**src/agp_pkg.sv**
```systemverilog
// constants and types shared by the general-purpose pin port
package agp_pkg;
   typedef logic [7:0] agp_byte_t;
   typedef logic [6:0] agp_addr_t;
   // register addresses carried in the low seven bits of the command byte
   localparam agp_addr_t AGP_ADDR_DIR_LEVEL = 7'h10;
   localparam agp_addr_t AGP_ADDR_FUNC_SEL = 7'h11;
   // values after reset
   localparam logic [3:0] AGP_RST_DIR = 4'h0;
   localparam logic [3:0] AGP_RST_LEVEL = 4'h0;
   localparam logic [3:0] AGP_RST_FUNC = 4'h0;
   localparam logic [3:0] AGP_RST_OE_N = 4'hF;
   localparam logic [3:0] AGP_RST_ANALOG = 4'hF;
   localparam logic [3:0] AGP_RSVD_READ = 4'h0;
   localparam agp_byte_t AGP_UNMAPPED_READ = 8'h00;
   // sync chain reset, ordered {sclk, cs_n, mosi, pins[3:0]}
   localparam logic [6:0] AGP_SYNC_RST = 7'h20;
   // field positions
   localparam int AGP_DIR_LSB = 4;
   localparam int AGP_LEVEL_LSB = 0;
   localparam int AGP_FUNC_LSB = 0;
   localparam int AGP_CMD_RD_BIT = 7;
   // frame shape in serial clock falling edges
   localparam logic [4:0] AGP_CMD_LAST = 5'h08;
   localparam logic [4:0] AGP_FRAME_LAST = 5'h10;
endpackage

```
**src/agp_reg_if.sv**
```systemverilog
// register access path between the serial engine and the register file
`timescale 1ns/1ps
`default_nettype none
interface agp_reg_if;
   agp_pkg::agp_addr_t addr;
   agp_pkg::agp_byte_t wdata;
   logic wr;
   agp_pkg::agp_byte_t rdata;
   modport eng (output addr, output wdata, output wr, input rdata);
   modport regs (input addr, input wdata, input wr, output rdata);
endinterface
`default_nettype wire

```
**src/agp_top.sv**
```systemverilog
// general-purpose pin port: input sync, pin registers, pin drivers
//
// Behaviour
// - Direction bits 7:4: 0 drives a digital pin (function bit 1) as output, 1 makes it input; reset 0.
// - Level bits 3:0 set output level; reads return sampled level for digital inputs.
// - Function bits: 0 routes pin to analog mux, 1 makes it digital; reset 0.
// - Function bit x steers pin x alone, one bit per pin.
// - Register access uses serial mode 1: clock polarity 0, clock phase 1.
// - Serial clock idles low; data launched on rises, sampled on falls.
`timescale 1ns/1ps
`default_nettype none
module agp_top (
   input wire logic sys_clk,
   input wire logic rst_n,
   input wire logic spi_sclk,
   input wire logic spi_cs_n,
   input wire logic spi_mosi,
   output logic spi_miso,
   output logic spi_miso_oe_n,
   input wire logic [3:0] gpio_in,
   output logic [3:0] gpio_out,
   output logic [3:0] gpio_oe_n,
   output logic [3:0] pin_analog_sel
);
   // two-flop synchronisers for every pin input
   logic [6:0] sync1_q, sync1_d, sync2_q, sync2_d;
   logic sclk_s, cs_n_s, mosi_s;
   logic [3:0] pin_s;

   always_comb begin
      sync1_d = {spi_sclk, spi_cs_n, spi_mosi, gpio_in};
      sync2_d = sync1_q;
   end

   always_ff @(posedge sys_clk) begin
      if (!rst_n) begin
         sync1_q <= agp_pkg::AGP_SYNC_RST;
         sync2_q <= agp_pkg::AGP_SYNC_RST;
      end else begin
         sync1_q <= sync1_d;
         sync2_q <= sync2_d;
      end
   end

   assign sclk_s = sync2_q[6];
   assign cs_n_s = sync2_q[5];
   assign mosi_s = sync2_q[4];
   assign pin_s = sync2_q[3:0];

   agp_reg_if bus ();

   agp_spi_engine u_engine (
      .sys_clk (sys_clk),
      .rst_n (rst_n),
      .sclk_s (sclk_s),
      .cs_n_s (cs_n_s),
      .mosi_s (mosi_s),
      .miso (spi_miso),
      .miso_oe_n (spi_miso_oe_n),
      .bus (bus)
   );

   // pin register state and registered pin controls
   logic [3:0] dir_q, dir_d, level_q, level_d, func_q, func_d;
   logic [3:0] oe_n_q, oe_n_d, analog_q, analog_d;
   logic [3:0] level_view;

   // the level a read shows: live pin for digital inputs, stored bit otherwise
   function automatic logic [3:0] agp_level_view(input logic [3:0] func, input logic [3:0] dir,
                                                 input logic [3:0] stored, input logic [3:0] pins);
      logic [3:0] v;
      v = stored;
      for (int i = 0; i < 4; i++) begin
         if (func[i] && dir[i]) begin
            v[i] = pins[i];
         end
      end
      return v;
   endfunction

   assign level_view = agp_level_view(func_q, dir_q, level_q, pin_s);

   // register writes; unmapped addresses are dropped silently
   always_comb begin
      dir_d = dir_q;
      level_d = level_q;
      func_d = func_q;
      if (bus.wr) begin
         unique case (bus.addr)
            agp_pkg::AGP_ADDR_DIR_LEVEL: begin
               dir_d = bus.wdata[agp_pkg::AGP_DIR_LSB +: 4];
               // stored even for inputs, so a later switch to output is glitch free
               level_d = bus.wdata[agp_pkg::AGP_LEVEL_LSB +: 4];
            end
            agp_pkg::AGP_ADDR_FUNC_SEL: begin
               func_d = bus.wdata[agp_pkg::AGP_FUNC_LSB +: 4];
            end
            default: begin
               func_d = func_q;
            end
         endcase
      end
      // per-pin control, bit x only touches pin x
      oe_n_d = ~(func_d & ~dir_d);
      analog_d = ~func_d;
   end

   always_ff @(posedge sys_clk) begin
      if (!rst_n) begin
         dir_q <= agp_pkg::AGP_RST_DIR;
         level_q <= agp_pkg::AGP_RST_LEVEL;
         func_q <= agp_pkg::AGP_RST_FUNC;
         oe_n_q <= agp_pkg::AGP_RST_OE_N;
         analog_q <= agp_pkg::AGP_RST_ANALOG;
      end else begin
         dir_q <= dir_d;
         level_q <= level_d;
         func_q <= func_d;
         oe_n_q <= oe_n_d;
         analog_q <= analog_d;
      end
   end

   // read view; upper nibble of function register is hardwired zero
   always_comb begin
      unique case (bus.addr)
         agp_pkg::AGP_ADDR_DIR_LEVEL: bus.rdata = {dir_q, level_view};
         agp_pkg::AGP_ADDR_FUNC_SEL: bus.rdata = {agp_pkg::AGP_RSVD_READ, func_q};
         default: bus.rdata = agp_pkg::AGP_UNMAPPED_READ;
      endcase
   end

   // a disabled output still holds its level so the pad sees it when enabled
   assign gpio_out = level_q;
   assign gpio_oe_n = oe_n_q;
   assign pin_analog_sel = analog_q;
endmodule
`default_nettype wire

```
**src/agp_spi_engine.sv**
```systemverilog
// serial frame engine: mode 1 shifting, command decode, write strobe and read reply shifting
`timescale 1ns/1ps
`default_nettype none
module agp_spi_engine (
   input wire logic sys_clk,
   input wire logic rst_n,
   input wire logic sclk_s,
   input wire logic cs_n_s,
   input wire logic mosi_s,
   output logic miso,
   output logic miso_oe_n,
   agp_reg_if.eng bus
);
   logic sclk_prev_q, sclk_prev_d;
   logic [4:0] cnt_q, cnt_d;
   agp_pkg::agp_byte_t rx_q, rx_d, cmd_q, cmd_d, tx_q, tx_d, wdata_q, wdata_d;
   logic miso_q, miso_d, oe_n_q, oe_n_d, wr_q, wr_d;
   logic rise, fall;
   agp_pkg::agp_byte_t rx_next;

   // edges come from the second sync stage and its delayed copy only
   assign rise = sclk_s & ~sclk_prev_q;
   assign fall = ~sclk_s & sclk_prev_q;
   assign rx_next = {rx_q[6:0], mosi_s};

   // frame sequencing; data is sampled on falls and launched on rises
   always_comb begin
      sclk_prev_d = sclk_s;
      cnt_d = cnt_q;
      rx_d = rx_q;
      cmd_d = cmd_q;
      tx_d = tx_q;
      miso_d = miso_q;
      wdata_d = wdata_q;
      wr_d = 1'b0;
      oe_n_d = cs_n_s;
      if (cs_n_s) begin
         // deselect aborts any partial frame; nothing is written
         cnt_d = 5'h00;
         miso_d = 1'b0;
      end else begin
         if (fall && cnt_q != agp_pkg::AGP_FRAME_LAST) begin
            rx_d = rx_next;
            cnt_d = cnt_q + 5'h01;
            if (cnt_q == agp_pkg::AGP_CMD_LAST - 5'h01) begin
               cmd_d = rx_next;
            end
            if (cnt_q == agp_pkg::AGP_FRAME_LAST - 5'h01 && !cmd_q[agp_pkg::AGP_CMD_RD_BIT]) begin
               wr_d = 1'b1;
               wdata_d = rx_next;
            end
         end
         // reply byte: first bit loaded straight from the register view
         if (rise && cnt_q == agp_pkg::AGP_CMD_LAST && cmd_q[agp_pkg::AGP_CMD_RD_BIT]) begin
            miso_d = bus.rdata[7];
            tx_d = {bus.rdata[6:0], 1'b0};
         end else if (rise && cnt_q > agp_pkg::AGP_CMD_LAST && cmd_q[agp_pkg::AGP_CMD_RD_BIT]) begin
            miso_d = tx_q[7];
            tx_d = {tx_q[6:0], 1'b0};
         end
      end
   end

   always_ff @(posedge sys_clk) begin
      if (!rst_n) begin
         sclk_prev_q <= 1'b0;
         cnt_q <= 5'h00;
         rx_q <= 8'h00;
         cmd_q <= 8'h00;
         tx_q <= 8'h00;
         miso_q <= 1'b0;
         wdata_q <= 8'h00;
         wr_q <= 1'b0;
         oe_n_q <= 1'b1;
      end else begin
         sclk_prev_q <= sclk_prev_d;
         cnt_q <= cnt_d;
         rx_q <= rx_d;
         cmd_q <= cmd_d;
         tx_q <= tx_d;
         miso_q <= miso_d;
         wdata_q <= wdata_d;
         wr_q <= wr_d;
         oe_n_q <= oe_n_d;
      end
   end

   assign miso = miso_q;
   assign miso_oe_n = oe_n_q;
   assign bus.addr = cmd_q[6:0];
   assign bus.wdata = wdata_q;
   assign bus.wr = wr_q;
endmodule
`default_nettype wire

```
**config.mk**
```make
export PLATFORM = sky130hd
export DESIGN_NAME = agp_top
export DESIGN_NICKNAME = d
export VERILOG_FILES = /design/src/agp_pkg.sv /design/src/agp_reg_if.sv /design/src/agp_top.sv /design/src/agp_spi_engine.sv
export SDC_FILE = /design/constraint.sdc
export NUM_CORES = 1
export LEC_CHECK = 0
export ABC_AREA = 1
export BUFFER_PORTS_ARGS = -buffer_cell sky130_fd_sc_hd__buf_2
export CORE_ASPECT_RATIO = 1.2
export CORE_UTILIZATION = 32
export DETAILED_ROUTE_END_ITERATION = 10
export PLACE_DENSITY = 0.49
export RECOVER_POWER = 25
export SLEW_MARGIN = 10
export SYNTH_ARGS = -nofsm -noshare
export SYNTH_HDL_FRONTEND = slang
export SYNTH_SLANG_ARGS = --single-unit
```
**constraint.sdc**
```tcl
create_clock -name sys_clk -period 2.4 [get_ports sys_clk]
set_clock_uncertainty 0.15 [all_clocks]
set_input_delay 0.12 -clock sys_clk [delete_from_list [all_inputs] [get_ports sys_clk]]
set_output_delay 0.12 -clock sys_clk [all_outputs]
set_load 0.005 [all_outputs]
```
======== After elaboration in Yosys (flattened, before gate mapping) ========
Index checks and enable logic that the tools add are counted.
cells by class
  add/subtract/negate cells ............... 1
  $lt $le $gt $ge ......................... 1
  eq/ne operators ......................... 6
  multiplexer cells ....................... 14
  bitwise operators ....................... 11
  reduce and logical (&&, ||, !) cells .... 19
operator list
  cell                                                                              count
  4-bit two-way mux                                                                 4
  8-bit two-way mux                                                                 2
  8-bit case mux with 2 select lines                                                1
  7-bit by 5-bit equality test with 1-bit output (second input constant)            2
  4-bit NOT                                                                         3
  5-bit by 4-bit equality test with 1-bit output (second input constant)            2
  1-bit logical AND                                                                 10
  1-bit two-way mux                                                                 7
  2-bit AND reduction                                                               3
  3-bit AND reduction                                                               2
  5-bit by 1-bit adder with 5-bit output (second input constant)                    1
  5-bit by 3-bit equality test with 1-bit output (second input constant)            1
  5-bit by 4-bit greater-than comparator with 1-bit output (second input constant)  1
  5-bit != test (second input constant)                                             1
  1-bit NOT                                                                         5
  4-bit AND                                                                         1
  3-bit OR reduction                                                                1
  1-bit AND                                                                         2
  2-bit nonzero test                                                                1
  2-bit OR reduction                                                                1
  1-bit logical NOT                                                                 1
storage, ports and cells
  register bits after elaboration ......... 74
  input port bits ......................... 9
  output and inout port bits .............. 14
  logic and storage cells ................. 68

======== Longest topological paths before layout ========
  word-level depth ........................ 6
  depth in mapped cells ................... 12
  gate-level depth less buffers ........... 11

======== By module ========
From an unflattened synthesis, not the netlist that was laid out.
unflattened totals
  cells, all modules ...................... 444
  area total of the unflattened synthesis .. 3,200.6 um2
modules (own cells, without submodules)
  module          instances  cells an instance  area an instance (um2)  sequential area each (um2)
  agp_spi_engine  1          263                1,838.0                 780.7
  agp_top         1          181                1,362.6                 680.7

======== Least setup slack after synthesis ========
OpenSTA, ideal clock, no wires.
  path type ............................... register -> register
  start ................................... reg u_engine.cnt_q[0]
  end ..................................... reg u_engine.wdata_q[2] (netlist: u_engine.bus.wdata[2])
  setup time .............................. 0.113 ns
  arrival time ............................ 1.289 ns
  required time ........................... 2.137 ns
  path slack .............................. 0.848 ns
  stages on the path, launching flop included .. 12
  path buffers ............................ 1
  clock period less this slack ............ 1.552 ns
  cell sequence ........................... dfxtp_1 > inv_1 > ha_1 > inv_1 > nor2_2 > nand3_2 > nand2_4 > nor2_8 > nand2_4 > buf_6 > nor2_1 > nor2_1
on the way
  cells in the longest elaborated chain, start to end .. 3
  elaborated cells on any way between the ends .. 5
  classes of those cells .................. eq/ne: 2; reduce/logical: 3
RTL lines
  item                                                                             line                                        source
  start, declared                                                                  agp_spi_engine.sv:15                        logic [4:0] cnt_q, cnt_d;
  start signal, assigned                                                           agp_spi_engine.sv:77                        cnt_q <= cnt_d;
  5-bit by 4-bit equality test with 1-bit output or 5-bit != test (tied branches)  agp_spi_engine.sv:48, agp_spi_engine.sv:42
  1-bit logical AND, on equally long branches                                      agp_spi_engine.sv:48, agp_spi_engine.sv:42
  3-bit AND reduction (no line) (*)                                                --
  end signal, assigned                                                             agp_spi_engine.sv:82                        wdata_q <= wdata_d;
  end, declared                                                                    agp_spi_engine.sv:16                        agp_pkg::agp_byte_t rx_q, rx_d, cmd_q, cmd_d, tx_q, tx_d, wdata_q, wdata_d;
Mark *: on every way between the ends. The rest lies on a longest branch, timed or not.
A chain may end at the register's enable or synchronous reset.

======== Final worst setup path ========
  start ................................... reg u_engine.cnt_q[0]
  end ..................................... reg u_engine.wdata_q[6] (netlist: u_engine.bus.wdata[6])
Same word-level chain as after synthesis.

==> impl_results.md <==
- Synth area leaders: dfxtp_1 50%, nand2_1 13%, nor2_1 7.5%
- Final setup violation count: 0
- RSZ-0062 raised after global routing: no
- Sw Share: 0.2423
- Layout cells sized above 1: 0.1308
- Clk root buf: clkbuf_8
- Crit path max fanout: 17
- Global route overflow: 0
- Status: complete, no violations
- Min-Delay Path Depth: 4
- Slew HR: 0.7112
- Post-DR wirelength/cell: 10.65 um
- Crit path DAT: between 1.5 and 2 ns
- Leak pwr: between 1.5 and 2 nW
- IO Pins: 23
- CP Class: reg2reg
- Crit end category: register
- Critical path cell sequence: inv_1, ha_1, inv_1, nor2_2, nand3_2, nand2_4, nor2_8, nand2_4, nor2_1, nand2_1, nand2_1
- Number of antenna diodes: 0
- Maxcap violations: 0
- Final core occ: 0.3873
- Worst R2R Start: u_engine.cnt_q[0]
- Port-buffer cells: 22
- Hold_ws: between 0.07 and 0.08 ns
- Routed wire length: 5804 um
- CTS tree: yes
- Final Hold Vio Count: 0
- Largest net degree at the start of global routing: 45
- Reg clk slew, reported paths: approximately 0.08 ns
- Final ANT Viol Nets: 0
- EDFF count, synth: 0
- Slowest stage delay, CP: between 0.3 and 0.4 ns
- Synth Area per Inst: approximately 7.5 um^2
- R2R cell count: 11
- # DRC: 0
- Level count of the clock H-tree: 3
- Capturing point of the worst reg2reg path: u_engine.bus.wdata[6]
- First-pass GRT wire length: just under 10000 um
- Synth cell types: 27
- Longest Clk Path Bufs: 2
- Die W: a little under 90 um
- Yosys top cell by area: dfxtp_1
- Period utilization: 0.7600
- Seq pwr share: 0.569
- Hold EP: u_engine.rx_q[4]
- Initial core utilization: 0.3341
- Final estimated routing congestion in global placement: 0.7435
- Crit path max-delay cell type: dfxtp_1
- Sequential fraction of the synthesis area: 0.5026
- Clk_lat worst skew: around 0.35 ns
- Fillers: slightly below 1000
- R2R setup slack: about 0.58 ns
- Main synth FF type: dfxtp_1
- Net switching power: around 0.52 mW
- Share of synthesized registers carrying an async set or reset: 0
- Syn_nets: 402
- Die Area: 9474 um^2
- WP data required: about 2.5 ns
- CTS Buf Count: 9
- FMAX: between 0.5 and 0.6 GHz
- CTS Sinks: 73
- Clock group share of total power: 0.407
- Cell area after synthesis: a little under 3000 um^2
- Vias post-DR: 2330
- Internal: ~1.6 mW
- First DRT Iteration DRCs: 95
- Final cell count without fillers: between 500 and 600
- Power Dens Cells: 640.4 nW/um^2
- Drt first pass iters: 4
- Core Area: between 8000 and 9000 um^2
- Logic pwr share: 0.024
- # rows: 37
- Hold path start: rst_n
- Slew @ Worst Pin: 0.4319 ns
- Placed cells: around 520
- Synthesis-to-finish area growth: 15.92%
- Yosys reg bits: 73
- Top-count cell post-synth: nand2_1
- CP Launch Type: register
- Final net count: roughly 440
- Vias in the first global route: 2141
- Max VDD drop: between 0.3 and 0.4 mV
- Hold Crit Class: in2reg
- Synth Instances: 390
- Vias per Instance: 4.275
- Power Total: 2.159 mW
- Synth top area share: 0.5026
- Gr usage total: 0.1364
- Post-layout min period: ~1.8 ns
- Detailed placement HPWL: around 4200 um
- Slew Limit Fails: 0
- Total of warnings raised by yosys: 0
- Die height: 106.4 um
- Most frequent cells after synthesis: 101 x nand2_1, 73 x dfxtp_1, 58 x nor2_1
- Final setup TNS: 0 ns
- Initial antenna violation count: 0
==> flip-flops by register name (all words and copies together), names as in the netlist <==
name and flops:
u_engine.bus.wr 1, pin_analog_sel 4, u_engine.cmd_q 8, u_engine.rx_q 7, u_engine.miso_oe_n 1, u_engine.tx_q 7, sync2_q 7, u_engine.sclk_prev_q 1
u_engine.bus.wdata 8, sync1_q 7, func_q 4, dir_q 4, gpio_out 4, u_engine.cnt_q 5, gpio_oe_n 4, u_engine.miso 1
==> worst max path at each step <==
stage,slack (ns),end,cells past startpoint,start
final,0.58,u_engine.bus.wdata[6],11,u_engine.cnt_q[0]
after global routing,0.36,u_engine.bus.wdata[6],11,u_engine.cnt_q[0]
after CTS,0.55,u_engine.bus.wdata[6],11,u_engine.cnt_q[0]
after detailed placement,0.58,u_engine.bus.wdata[6],11,u_engine.cnt_q[0]
after global placement,0.63,u_engine.bus.wdata[6],11,u_engine.cnt_q[0]
after floorplan,0.85,u_engine.bus.wdata[2],11,u_engine.cnt_q[0]
==> worst max-delay path: cells and delay by family (launching register included) <==
family / cells / cell delay [ns]
adder cells (fa/ha/maj): 1 / 0.20
buffers and inverters: 2 / 0.15
flip-flops: 1 / 0.34
AND/OR/NAND/NOR: 8 / 0.94
==> layer usage <==
layer / wire [um] / vias to the layer above / track usage
met5: 0 / - / 0
met2: 2746 / 30 / 0.2231
met1: 2800 / 1028 / 0.1716
met3: 177 / 8 / 0.04270
li1: - / 1264 / -
met4: 79 / 0 / 0.03741
==> kinds of logic (layout without fill, tap and decap cells) <==
kind of cell             count (synthesis)  after routing  synth area share
AO/OA/AOI/OAI                           43             43           0.07616
adder cells (fa/ha/maj)                  3              3           0.01291
buffers and inverters                   66            104           0.09380
flip-flops                              73             73            0.5026
AND/OR/NAND/NOR                        205            205            0.3145
==> stage by stage <==
stage | worst slack (ns) | cell area, um^2
floorplan | 0.8480 | 2908
finish | 0.5759 | 3371
detailed placement | 0.5750 | 3122
global route | 0.3607 | 3371
global placement | 0.6311 | 3122
CTS | 0.5486 | 3372
==> final cells by class <==
class,instances,area [um^2],area share
repair buffers,31,193.9,0.05754
flip-flops and latches,73,1461,0.4336
well taps,117,146.4,0.04343
clock buffers,9,123.9,0.03675
inverters,57,215.2,0.06385
multi-input cells,251,1174,0.3482
clock inverters,7,56.30,0.01670
==> power groups by stage <==
stage	sequential [mW]	combinational, mW	clock [mW]
after global routing	1.23	0.0595	0.970
final	1.23	0.0521	0.879
after global placement	1.26	0.0447	0
after CTS	1.23	0.0535	0.923
after detailed placement	1.26	0.0450	0
after floorplan	1.25	0.0315	0
==> layout by cell type (no fill, tap or decap), types with 2 or more instances in the layout <==
cell type | Yosys | layout
a21oi_1 | 25 | 25
buf_2 | 4 | 21
buf_4 | 1 | 2
clkbuf_8 | 0 | 9
clkinv_2 | 1 | 2
dfxtp_1 | 73 | 73
dlygate4sd3_1 | 0 | 7
ha_1 | 3 | 3
inv_1 | 56 | 56
inv_6 | 0 | 5
nand2_1 | 101 | 101
nand2_4 | 2 | 2
nand3_1 | 20 | 20
nand3_2 | 3 | 3
nand3b_1 | 9 | 9
nor2_1 | 58 | 58
nor2_2 | 6 | 6
o21ai_0 | 11 | 11
o21ai_1 | 4 | 4
or2_2 | 2 | 2
==> what timing repair did <==
item,4_1_cts,5_1_grt
hold endpoints to repair,7,0
hold buffers,7,0
buffers inserted,0,0
gates resized for setup,0,0
setup endpoints to repair,0,0
(Power assumes the default switching activity.)
